[config.mk]
export PLATFORM = sky130hd
export DESIGN_NAME = rtcrc_control
export DESIGN_NICKNAME = d
export VERILOG_FILES = /design/src/design/rtcrc_pkg.sv /design/src/design/rtcrc_sync_if.sv /design/src/design/rtcrc_level_sync.sv /design/src/design/rtcrc_control.sv
export SDC_FILE = /design/constraint.sdc
export NUM_CORES = 2
export LEC_CHECK = 0
export BUFFER_PORTS_ARGS = -buffer_cell sky130_fd_sc_hd__buf_4
export CORE_MARGIN = 5
export CORE_UTILIZATION = 40
export CTS_CLUSTER_SIZE = 20
export DETAILED_ROUTE_END_ITERATION = 10
export GPL_ROUTABILITY_DRIVEN = 0
export SYNTH_ARGS = -nofsm -noshare
export SYNTH_HDL_FRONTEND = slang
export SYNTH_SLANG_ARGS = --single-unit
[constraint.sdc]
create_clock -name clk_sys -period 7.6 [get_ports clk_sys]
set_input_delay 1.52 -clock clk_sys [delete_from_list [all_inputs] [get_ports clk_sys]]
set_output_delay 1.52 -clock clk_sys [all_outputs]
set_load 0.1 [all_outputs]
[src/design/rtcrc_pkg.sv]
// package: constants and state type for the rtc reset, interrupt and square-wave control block
package rtcrc_pkg;

  // ****************************************************************
  // register offsets on the byte bus
  // ****************************************************************
  localparam logic [6:0] ADDR_RATE_CTRL = 7'h0A;
  localparam logic [6:0] ADDR_MODE_CTRL = 7'h0B;
  localparam logic [6:0] ADDR_INT_STATUS = 7'h0C;
  localparam logic [6:0] ADDR_RAM_FIRST = 7'h0E;
  localparam logic [6:0] ADDR_RAM_LAST = 7'h7F;

  // ****************************************************************
  // memory geometry
  // ****************************************************************
  localparam int RAM_BYTES = 114;
  localparam logic [7:0] RAM_CLEAR_VALUE = 8'hFF;

  // ****************************************************************
  // field positions
  // ****************************************************************
  localparam int MODE_PERIODIC_EN_BIT = 6;
  localparam int MODE_ALARM_EN_BIT = 5;
  localparam int MODE_UPDATE_EN_BIT = 4;
  localparam int MODE_WAVE_EN_BIT = 3;
  localparam int STAT_SUMMARY_BIT = 7;
  localparam int STAT_PERIODIC_BIT = 6;
  localparam int STAT_ALARM_BIT = 5;
  localparam int STAT_UPDATE_BIT = 4;
  localparam int RATE_SEL_WIDTH = 4;

  // ****************************************************************
  // divider chain and rate-select taps
  // ****************************************************************
  localparam int DIV_STAGES = 15;
  localparam logic [3:0] RATE_OFF = 4'h0;
  localparam logic [3:0] RATE_256HZ = 4'h1;
  localparam logic [3:0] RATE_128HZ = 4'h2;
  localparam logic [3:0] RATE_TAP_OFFSET = 4'h2;
  localparam logic [3:0] TAP_256HZ = 4'h6;
  localparam logic [3:0] TAP_128HZ = 4'h7;

  // ****************************************************************
  // reset values and synchroniser
  // ****************************************************************
  localparam logic [7:0] MODE_CTRL_RESET = 8'h00;
  localparam logic [3:0] RATE_CTRL_RESET = 4'h0;
  localparam logic [7:0] READ_IDLE_VALUE = 8'h00;
  localparam int SYNC_LEVELS = 2;
  localparam logic [1:0] SYNC_RESET = 2'h1;

  // ****************************************************************
  // state of the control block
  // ****************************************************************
  typedef struct packed {
    logic [3:0] rateSelect;
    logic [7:0] modeCtrl;
    logic listedAlarmFlag;
    logic alarmFlag;
    logic updateDoneFlag;
    logic anyInterruptFlag;
    logic [DIV_STAGES-1:0] divChain;
    logic tapPrev;
    logic squareWaveOut;
    logic irqDriveN;
    logic [7:0] busRdata;
    logic busRvalid;
    logic busRefused;
    logic hostAccessOk;
  } rtcrc_state_type;

endpackage

[src/design/rtcrc_sync_if.sv]
// interface: raw and synchronised supervision levels between the control block and its synchroniser
`timescale 1ns/10ps
interface rtcrc_sync_if;
  logic [rtcrc_pkg::SYNC_LEVELS-1:0] rawLevel;
  logic [rtcrc_pkg::SYNC_LEVELS-1:0] syncLevel;

  modport owner (output rawLevel, input syncLevel);
  modport syncer (input rawLevel, output syncLevel);
endinterface

[src/design/rtcrc_level_sync.sv]
// module: two-flop synchroniser for the supervision levels
`timescale 1ns/10ps
module rtcrc_level_sync (
  input wire logic clk_sys,
  input wire logic srst,
  rtcrc_sync_if.syncer levels
);

  typedef struct packed {
    logic [rtcrc_pkg::SYNC_LEVELS-1:0] stage1;
    logic [rtcrc_pkg::SYNC_LEVELS-1:0] stage2;
  } rtcrc_sync_state_type;

  rtcrc_sync_state_type state_reg;
  rtcrc_sync_state_type state_next;

  // the first stage feeds only the second, never the logic behind it
  always_comb begin
    state_next.stage1 = levels.rawLevel;
    state_next.stage2 = state_reg.stage1;
  end

  // reset value keeps the pin released and supply good
  always_ff @(posedge clk_sys) begin
    if (srst) begin
      state_reg <= {rtcrc_pkg::SYNC_RESET, rtcrc_pkg::SYNC_RESET};
    end else begin
      state_reg <= state_next;
    end
  end

  assign levels.syncLevel = state_reg.stage2;

endmodule // rtcrc_level_sync

[src/design/rtcrc_control.sv]
// module: reset, interrupt, square-wave, ram-clear and power-fail access control of the clock unit
//
// Behaviour
// - external reset clears the three interrupt enables
// - external reset clears periodic, update and summary flags
// - external reset releases the interrupt pin
// - no bus access while reset pin low
// - external reset clears square-wave enable
// - reset leaves time, calendar and memory alone
// - interrupt pin low while enabled flag set
// - reading status clears flags, releases pin
// - interrupt pin is open drain, low only
// - ram clear sets all 114 bytes high
// - ram clear only on backup supply
// - square wave from 13 divider taps
// - square-wave enable gates the output
// - no square wave below power-fail trip
// - all accesses blocked below power-fail trip
// - chip select ignored below power-fail trip
`timescale 1ns/10ps
module rtcrc_control (
  input wire logic clk_sys,
  input wire logic srst,
  input wire logic resetPinN,
  input wire logic power_fail_threshold,
  input wire logic ram_clear_n,
  input wire logic oscTick,
  input wire logic alarmEvent,
  input wire logic updateDoneEvent,
  input wire logic busCsN,
  input wire logic busRead,
  input wire logic busWrite,
  input wire logic [6:0] busAddr,
  input wire logic [7:0] busWdata,
  output logic [7:0] busRdata,
  output logic busRvalid,
  output logic busRefused,
  output logic hostAccessOk,
  input wire logic irqPinIn,
  output logic irqPinOut,
  output logic irqPinOeN,
  output logic square_wave_out,
  output logic periodic_int_enable,
  output logic alarm_int_enable,
  output logic update_done_int_enable,
  output logic square_wave_enable,
  output logic listed_alarm_flag,
  output logic update_done_flag,
  output logic any_interrupt_flag,
  output logic [3:0] rateSelect
);

  // ****************************************************************
  // synchronised supervision levels
  // ****************************************************************
  rtcrc_sync_if levelBus ();

  // bit 0: reset pin, bit 1: supply below trip point
  assign levelBus.rawLevel = {power_fail_threshold, resetPinN};

  // both levels pass the same two stages, so a pin change acts three edges later
  rtcrc_level_sync levelSync (
    .clk_sys(clk_sys),
    .srst(srst),
    .levels(levelBus)
  );

  // supervision levels as this clock domain sees them
  logic resetSyncN;
  logic powerFailSync;
  logic extResetActive;
  logic accessAllowed;

  assign resetSyncN = levelBus.syncLevel[0];
  assign powerFailSync = levelBus.syncLevel[1];
  // the pin only acts while supply is good; below the trip point the bus and the square wave are blocked anyway
  assign extResetActive = !resetSyncN && !powerFailSync;
  // chip select is masked inside below the trip point and while the reset pin is low
  assign accessAllowed = resetSyncN && !powerFailSync;

  // ****************************************************************
  // state registers
  // ****************************************************************
  // every register of the block except the memory and the synchroniser flops sits in this struct
  rtcrc_pkg::rtcrc_state_type state_reg;
  rtcrc_pkg::rtcrc_state_type state_next;

  // backed-up bytes, changed only by a host write or a backup-supply clear
  logic [7:0] ramArray [0:rtcrc_pkg::RAM_BYTES-1];

  // ****************************************************************
  // bus decode
  // ****************************************************************
  logic busSelected;
  logic readStrobe;
  logic writeStrobe;
  logic ramHit;
  logic [6:0] ramIndex;
  logic statusRead;

  // a read wins when both strobes are high, so a write needs read low
  assign busSelected = !busCsN && (busRead || busWrite);
  assign readStrobe = !busCsN && busRead && accessAllowed;
  assign writeStrobe = !busCsN && busWrite && !busRead && accessAllowed;

  // memory runs from its first byte to the top of the map; the index is used only on a hit
  assign ramHit = (busAddr >= rtcrc_pkg::ADDR_RAM_FIRST);
  assign ramIndex = busAddr - rtcrc_pkg::ADDR_RAM_FIRST;

  // of all bus accesses, only an accepted read of the status byte clears the flags
  assign statusRead = readStrobe && (busAddr == rtcrc_pkg::ADDR_INT_STATUS);

  // ****************************************************************
  // divider tap selection
  // ****************************************************************
  logic [3:0] tapIndex;
  logic tapValue;
  logic periodicEdge;

  // rate 1 and 2 repeat two low taps; 3 to 15 walk down the chain, 13 taps in all
  always_comb begin
    tapIndex = 4'h0;
    case (state_reg.rateSelect)
      rtcrc_pkg::RATE_OFF: tapIndex = 4'h0;
      rtcrc_pkg::RATE_256HZ: tapIndex = rtcrc_pkg::TAP_256HZ;
      rtcrc_pkg::RATE_128HZ: tapIndex = rtcrc_pkg::TAP_128HZ;
      default: tapIndex = state_reg.rateSelect - rtcrc_pkg::RATE_TAP_OFFSET;
    endcase
  end

  // rate zero stops the tap, the periodic flag and the square wave together
  assign tapValue = (state_reg.rateSelect != rtcrc_pkg::RATE_OFF) && state_reg.divChain[tapIndex];
  // rising edge of the tap, seen in the same cycle as the divider bit rises
  assign periodicEdge = tapValue && !state_reg.tapPrev;

  // ****************************************************************
  // read data mux
  // ****************************************************************
  logic [7:0] readData;
  logic [7:0] statusByte;

  // status byte as the host reads it; the low nibble reads zero
  always_comb begin
    statusByte = 8'h00;
    statusByte[rtcrc_pkg::STAT_SUMMARY_BIT] = state_reg.anyInterruptFlag;
    statusByte[rtcrc_pkg::STAT_PERIODIC_BIT] = state_reg.listedAlarmFlag;
    statusByte[rtcrc_pkg::STAT_ALARM_BIT] = state_reg.alarmFlag;
    statusByte[rtcrc_pkg::STAT_UPDATE_BIT] = state_reg.updateDoneFlag;
  end

  // clock and calendar bytes belong to the counters and read as idle here
  always_comb begin
    readData = rtcrc_pkg::READ_IDLE_VALUE;
    if (ramHit) begin
      readData = ramArray[ramIndex];
    end else begin
      case (busAddr)
        rtcrc_pkg::ADDR_RATE_CTRL: readData = {4'h0, state_reg.rateSelect};
        rtcrc_pkg::ADDR_MODE_CTRL: readData = state_reg.modeCtrl;
        rtcrc_pkg::ADDR_INT_STATUS: readData = statusByte;
        default: readData = rtcrc_pkg::READ_IDLE_VALUE;
      endcase
    end
  end

  // ****************************************************************
  // next-state logic
  // ****************************************************************
  // enables as they will stand after this edge, feeding the summary flag
  logic periodicEnNext;
  logic alarmEnNext;
  logic updateEnNext;
  logic irqPending;

  always_comb begin
    state_next = state_reg;
    periodicEnNext = 1'b0;
    alarmEnNext = 1'b0;
    updateEnNext = 1'b0;
    irqPending = 1'b0;

    // divider keeps counting through the reset pin and outages, but srst clears it
    if (oscTick) begin
      state_next.divChain = state_reg.divChain + 15'h0001;
    end
    // remembered tap finds the rising edge for the periodic flag
    state_next.tapPrev = tapValue;

    // control register writes
    if (writeStrobe && !ramHit) begin
      case (busAddr)
        rtcrc_pkg::ADDR_RATE_CTRL: state_next.rateSelect = busWdata[3:0];
        rtcrc_pkg::ADDR_MODE_CTRL: state_next.modeCtrl = busWdata;
        default: state_next.modeCtrl = state_reg.modeCtrl;
      endcase
    end

    // reading status clears the flags first; a new event in the same cycle still sets
    if (statusRead) begin
      state_next.listedAlarmFlag = 1'b0;
      state_next.alarmFlag = 1'b0;
      state_next.updateDoneFlag = 1'b0;
    end
    if (periodicEdge) begin
      state_next.listedAlarmFlag = 1'b1;
    end
    if (alarmEvent) begin
      state_next.alarmFlag = 1'b1;
    end
    if (updateDoneEvent) begin
      state_next.updateDoneFlag = 1'b1;
    end

    // the reset pin clears enables and flags but never the alarm flag, time or memory
    if (extResetActive) begin
      state_next.modeCtrl[rtcrc_pkg::MODE_PERIODIC_EN_BIT] = 1'b0;
      state_next.modeCtrl[rtcrc_pkg::MODE_ALARM_EN_BIT] = 1'b0;
      state_next.modeCtrl[rtcrc_pkg::MODE_UPDATE_EN_BIT] = 1'b0;
      state_next.modeCtrl[rtcrc_pkg::MODE_WAVE_EN_BIT] = 1'b0;
      state_next.listedAlarmFlag = 1'b0;
      state_next.updateDoneFlag = 1'b0;
    end

    // summary flag follows the flags and enables that will stand next cycle
    periodicEnNext = state_next.modeCtrl[rtcrc_pkg::MODE_PERIODIC_EN_BIT];
    alarmEnNext = state_next.modeCtrl[rtcrc_pkg::MODE_ALARM_EN_BIT];
    updateEnNext = state_next.modeCtrl[rtcrc_pkg::MODE_UPDATE_EN_BIT];
    irqPending = (state_next.listedAlarmFlag && periodicEnNext) || (state_next.alarmFlag && alarmEnNext)
      || (state_next.updateDoneFlag && updateEnNext);
    state_next.anyInterruptFlag = irqPending && !extResetActive;
    // open drain: enable low pulls the line, otherwise released
    state_next.irqDriveN = !(irqPending && !extResetActive);

    // square wave needs the enable and good supply
    state_next.squareWaveOut = tapValue && state_next.modeCtrl[rtcrc_pkg::MODE_WAVE_EN_BIT]
      && !powerFailSync;

    // bus answer
    state_next.busRvalid = readStrobe;
    state_next.busRefused = busSelected && !accessAllowed;
    state_next.hostAccessOk = accessAllowed;
    if (readStrobe) begin
      state_next.busRdata = readData;
    end
  end

  // ****************************************************************
  // state register
  // ****************************************************************
  always_ff @(posedge clk_sys) begin
    if (srst) begin
      state_reg <= '0;
      state_reg.rateSelect <= rtcrc_pkg::RATE_CTRL_RESET;
      state_reg.modeCtrl <= rtcrc_pkg::MODE_CTRL_RESET;
      state_reg.irqDriveN <= 1'b1;
    end else begin
      state_reg <= state_next;
    end
  end

  // ****************************************************************
  // general-purpose memory
  // ****************************************************************
  // kept apart from the state struct and outside srst so nothing but a host write or
  // a backup-supply clear changes it
  always_ff @(posedge clk_sys) begin
    if (!ram_clear_n && powerFailSync) begin
      for (int i = 0; i < rtcrc_pkg::RAM_BYTES; i++) begin
        ramArray[i] <= rtcrc_pkg::RAM_CLEAR_VALUE;
      end
    end else if (writeStrobe && ramHit) begin
      ramArray[ramIndex] <= busWdata;
    end
  end

  // ****************************************************************
  // outputs
  // ****************************************************************
  // bus answer, one cycle after the strobe
  assign busRdata = state_reg.busRdata;
  assign busRvalid = state_reg.busRvalid;
  assign busRefused = state_reg.busRefused;
  assign hostAccessOk = state_reg.hostAccessOk;

  // open-drain pin: the level is always low, only the enable moves, so it can share a line
  assign irqPinOut = 1'b0;
  assign irqPinOeN = state_reg.irqDriveN;

  // square wave is already gated by enable and supply in the struct
  assign square_wave_out = state_reg.squareWaveOut;

  // control bits and flags as the host would read them
  assign periodic_int_enable = state_reg.modeCtrl[rtcrc_pkg::MODE_PERIODIC_EN_BIT];
  assign alarm_int_enable = state_reg.modeCtrl[rtcrc_pkg::MODE_ALARM_EN_BIT];
  assign update_done_int_enable = state_reg.modeCtrl[rtcrc_pkg::MODE_UPDATE_EN_BIT];
  assign square_wave_enable = state_reg.modeCtrl[rtcrc_pkg::MODE_WAVE_EN_BIT];
  assign listed_alarm_flag = state_reg.listedAlarmFlag;
  assign update_done_flag = state_reg.updateDoneFlag;
  assign any_interrupt_flag = state_reg.anyInterruptFlag;
  assign rateSelect = state_reg.rateSelect;

endmodule // rtcrc_control

Yosys cells after proc, flatten, opt, wreduce, memory -nomap -nowiden
Memories as Yosys holds them, arrays and structs flattened.
Index checks and enable logic that the tools add are counted.
- output and inout bits: 25
- bits in registers: 49
- bits in writable memories: 912
- logic and storage cells: 89
- memories: 1
- input bits: 27
- reductions and logical operators: 39
- equal/unequal tests: 5
- magnitude comparators: 2
- mux-type cells: 22
- $add $sub $neg: 3
- memories (memory ; words ; bits a word ; read ports ; clocked after memory_dff ; write ports ; RTL line ; source):
    ramArray ; 114 ; 8 ; 1 ; 0 ; 114 ; rtcrc_control.sv:89 ; logic [7:0] ramArray [0:rtcrc_pkg::RAM_BYTES-1];
- operators by type and width (operator ; number):
    8-bit one-hot mux with 3 select lines ; 1
    7-bit by 4-bit == test with 1-bit output (second input constant) ; 3
    1-bit logical AND ; 21
    7-bit 2-to-1 mux ; 3
    8-bit 2-to-1 mux ; 2
    15-bit by 1-bit adder with 15-bit output (second input constant) ; 1
    1-bit 2-to-1 mux ; 12
    4-bit one-hot mux with 3 select lines ; 1
    1-bit zero test ; 10
    8-bit OR reduction ; 1
    7-bit by 4-bit >= comparator with 1-bit output (second input constant) ; 1
    7-bit by 4-bit subtractor with 7-bit output (second input constant) ; 1
    4-bit by 5-bit < comparator with 1-bit output (second input constant) ; 1
    1-bit binary-select mux with 4-bit select ; 1
    4-bit by 1-bit == test with 1-bit output (second input constant) ; 1
    4-bit by 2-bit == test with 1-bit output (second input constant) ; 1
    4-bit zero test ; 1
    4-bit 2-to-1 mux ; 1
    2-bit AND reduction ; 2
    4-bit nonzero test ; 1
    4-bit by 2-bit subtractor with 4-bit output (second input constant) ; 1
    1-bit logical OR ; 3
    3-bit 2-to-1 mux ; 1

Depth between registers and ports, before layout
- depth after elaboration: 13
- depth in mapped cells: 11
- mapped depth without buffers: 8

Modules after synthesis
A second synthesis with hierarchy kept.
- cells, all modules: 3762
- area total of the unflattened synthesis: 49702.7 µm²
- by module, submodules not included (module ; sequential area each (µm²) ; instances ; area an instance (µm²) ; cells an instance):
    rtcrc_control ; 31650.4 ; 1 ; 49597.6 ; 3754
    rtcrc_level_sync ; 80.1 ; 1 ; 105.1 ; 8

Worst setup path after synthesis
OpenSTA, ideal clock, no wires.
- path type: input port to flip-flop
- start: input port busAddr[1]
- end: memory ramArray[26][0], enable pin
- setup time: 384 ps
- required time: 7216 ps
- path slack: 3693 ps
- path buffers: 3
- arrival time: 3523 ps
- cell stages on the path: 8
- path through: ha_1 > buf_4 > or3b_2 > o31ai_1 > buf_2 > nand2_1 > clkbuf_1 > o21ai_0
- RTL lines (element ; RTL line ; source):
    start, declared ; rtcrc_control.sv:33 ; input wire logic [6:0] busAddr,
    end, declared ; rtcrc_control.sv:89 ;

==> impl_metrics.env <==
export IMPL_status="completed"
export IMPL_r2r_start="levelSync.levels.syncLevel[1]"
export IMPL_rsz0062_at_grt="false"
export IMPL_cts_buffers_inserted=110
export IMPL_ant_nets=0
export IMPL_power_mw=12.72
export IMPL_cp_max_fo=37
export IMPL_cts_setup_buffers=0
export IMPL_clock_skew_ns=0.01788
export IMPL_dieArea_um2=131800
export IMPL_row_count=129
export IMPL_overflow=0
export IMPL_power_density_nw_per_um2=230.5
export IMPL_htree_levels=3
export IMPL_synth_top_family_by_area="simple AND/OR/NAND/NOR gates"
export IMPL_yosysUniqueCellTypes=73
export IMPL_vias_per_cell=5.736
export IMPL_cts_resized=0
export IMPL_coreArea_um2=123800
export IMPL_hold_viol_final=0
export IMPL_drc=0
export IMPL_cp_common_cell="buf_4"
export IMPL_synthAdderAreaFrac_pct=0.1756
export IMPL_required_ns=7.89
export IMPL_fillers=10957
export IMPL_finalCritPeriodShare_pct=68.12
export IMPL_cts_hold_buf=0
export IMPL_largest_reg_flops=1024
export IMPL_min_path_type="flop to flop"
export IMPL_syn2layout_area_growth_pct=10.64
export IMPL_crit_end="ramArray[19][6]"
export IMPL_crit_slowest_cell="o21ai_0"
export IMPL_drtIter0Drc=2721
export IMPL_antenna_found_initial=9
export IMPL_clk_pin_slew_ns=0.06
export IMPL_grt_max_degree=111
export IMPL_ys_warn_count=0
export IMPL_detail_route_wl_per_cell_um=25.07
export IMPL_min_period_ns=5.177
export IMPL_crit_chain="buf_4 -> ha_1 -> a21oi_2 -> xor2_2 -> buf_4 -> nor2_1 -> nand2_1 -> buf_4 -> o21ai_0"
export IMPL_ctsLongestPathBuffers=3
export IMPL_synth_main_ff_cell="edfxtp_1"
export IMPL_synth_mux_area_share_pct=10.54
export IMPL_track_usage_pct=20.10
export IMPL_multi_input_comb_area_um2=16470
export IMPL_die_height_um=363.1
export IMPL_grt_pass1_wl_um=200200
export IMPL_power_leakage_nw=19.74
export IMPL_initial_core_util_pct=40.29
export IMPL_rrSetupSlack_ns=3.81
export IMPL_drv_cap=0
export IMPL_tns_ns=0
export IMPL_wl_um=135200
export IMPL_synth_nets=3820
export IMPL_synthSimpleGateAreaFrac_pct=14.59
export IMPL_insertion_delay_ns=0.70
export IMPL_syn_area_um2=49870
export IMPL_synth_async_reset_ratio_pct=0
export IMPL_drt_pass1_iterations=5
export IMPL_synthCells=3786
export IMPL_ff_latch_area_um2=31730
export IMPL_synth_compound_area_share_pct=7.090
export IMPL_cts_tree="built"
export IMPL_syn_area_per_cell_um2=13.17
export IMPL_crit_start="busAddr[1]"
export IMPL_vias=30940
export IMPL_mostFrequentLayoutCells="edfxtp_1 (1024), or3_1 (544), mux2i_1 (525)"
export IMPL_ir_drop_uv=184.9
export IMPL_ys_seq_area_share_pct=63.62
export IMPL_port_buffers=49
export IMPL_finalSetupViolations=0
export IMPL_criticalPathCategory="input port to flop"
export IMPL_die_w_um=363.1
export IMPL_critPathMaxStageDelay_ns=0.92
export IMPL_synth_edf_count=1024
export IMPL_startpoint_type="input port"
export IMPL_ioPinCount=52
export IMPL_clock_sinks=1073
export IMPL_ff2ff_path_depth=6
export IMPL_nNetsFinal=3695
export IMPL_max_slew_margin_rel_pct=13.08
export IMPL_layout_commonest_cell="edfxtp_1"
export IMPL_drive_gt1_share_pct=16.44
export IMPL_worst_pin_slew_ns=1.290
export IMPL_root_buffer="clkbuf_16"
export IMPL_synthXorXnorAreaFrac_pct=0.3688
export IMPL_max_freq_mhz=193.1
export IMPL_arrival_ns=5.47
export IMPL_drv_slew=0
export IMPL_hpwl_um=79680
export IMPL_r2r_end="ramArray[88][0]"
export IMPL_worstSetupEndpointType="flop"
export IMPL_grt_pass1_vias=30150
export IMPL_synth_ff_latch_count=1073
==> where the power goes <==
group	leakage, nW	switching, mW	total, mW	internal [mW]
Combinational	6.08	0.699	0.964	0.265
Sequential	12.0	0.0379	6.60	6.56
Clock	1.64	2.23	5.16	2.93
Total	19.7	2.97	12.7	9.75
==> cells by family (layout without fill, tap and decap cells) <==
kind of cell / Yosys count / count (layout)
DFF: 1073 / 1073
xor gates and xnor gates: 18 / 18
muxes: 525 / 525
adders and majority gates: 7 / 7
buffers and inverters: 427 / 395
and+or+nand+nor: 1246 / 1246
other: 1 / 4
AOI/OAI and AO/OA: 489 / 489
==> how the worst min path moves through the flow <==
stage	endpoint	slack, ns	cells after the start	start
after global routing	levelSync.levels.syncLevel[0]	0.43	1	levelSync.state_next[0]
final	levelSync.levels.syncLevel[0]	0.42	1	levelSync.state_next[0]
after CTS	levelSync.levels.syncLevel[0]	0.42	1	levelSync.state_next[0]
after global placement	levelSync.levels.syncLevel[0]	0.41	1	levelSync.state_next[0]
after floorplan	levelSync.levels.syncLevel[0]	0.39	1	levelSync.state_next[0]
after detailed placement	levelSync.levels.syncLevel[0]	0.41	1	levelSync.state_next[0]
==> stage by stage <==
stage          utilization [%]  hold slack, ns  setup WS, ns  area [um2]  instances
2_1_floorplan                -          0.3895         3.693       49870       3786
3_3_place_gp             41.82          0.4053         1.876       51770       5186
3_5_place_dp             41.82          0.4062         1.787       51770       5186
4_1_cts                  44.57          0.4202         2.517       55170       5391
5_1_grt                  44.57          0.4261         2.193       55170       5391
6_report                 44.57          0.4170         2.423       55180       5394
==> cell usage after synthesis (44+ instances only) <==
master	instances	area share, %
a22oi_1	260	3.9
nor2_1	56	0.42
nand2_1	111	0.84
or3_1	544	6.8
or2_2	241	3.0
mux2i_1	525	11
nand3_1	164	1.6
buf_2	78	0.78
dfxtp_1	49	2.0
edfxtp_1	1024	62
clkbuf_1	309	2.3
o211ai_1	67	1.0
or2_1	44	0.55
o21ai_0	82	0.82
==> per-layer routing <==
layer	track usage, %	routed length [um]	vias up
met5	0	76	-
met4	5.642	3891	10
met3	3.738	10040	235
met2	32.14	63340	1066
met1	28.27	57890	15485
li1	-	-	14144
==> worst max-delay path, delay by kind of cell <==
kind                       cells  cell delay, ns
xor gates and xnor gates       1            0.16
adders and majority gates      1            0.51
and+or+nand+nor                2            1.28
AOI/OAI and AO/OA              2            1.08
buffers and inverters          3            0.90
==> final cells by class <==
type / instances / area share [%]
flip-flops and latches: 1073 / 57.50
multi-input cells: 2286 / 29.84
clock buffers: 151 / 5.383
well taps: 1637 / 3.712
repair buffers: 184 / 2.721
clock inverters: 54 / 0.7845
inverters: 6 / 0.04081
diodes: 3 / 0.01360
No activity file was read; power rests on OpenSTA's default activity.
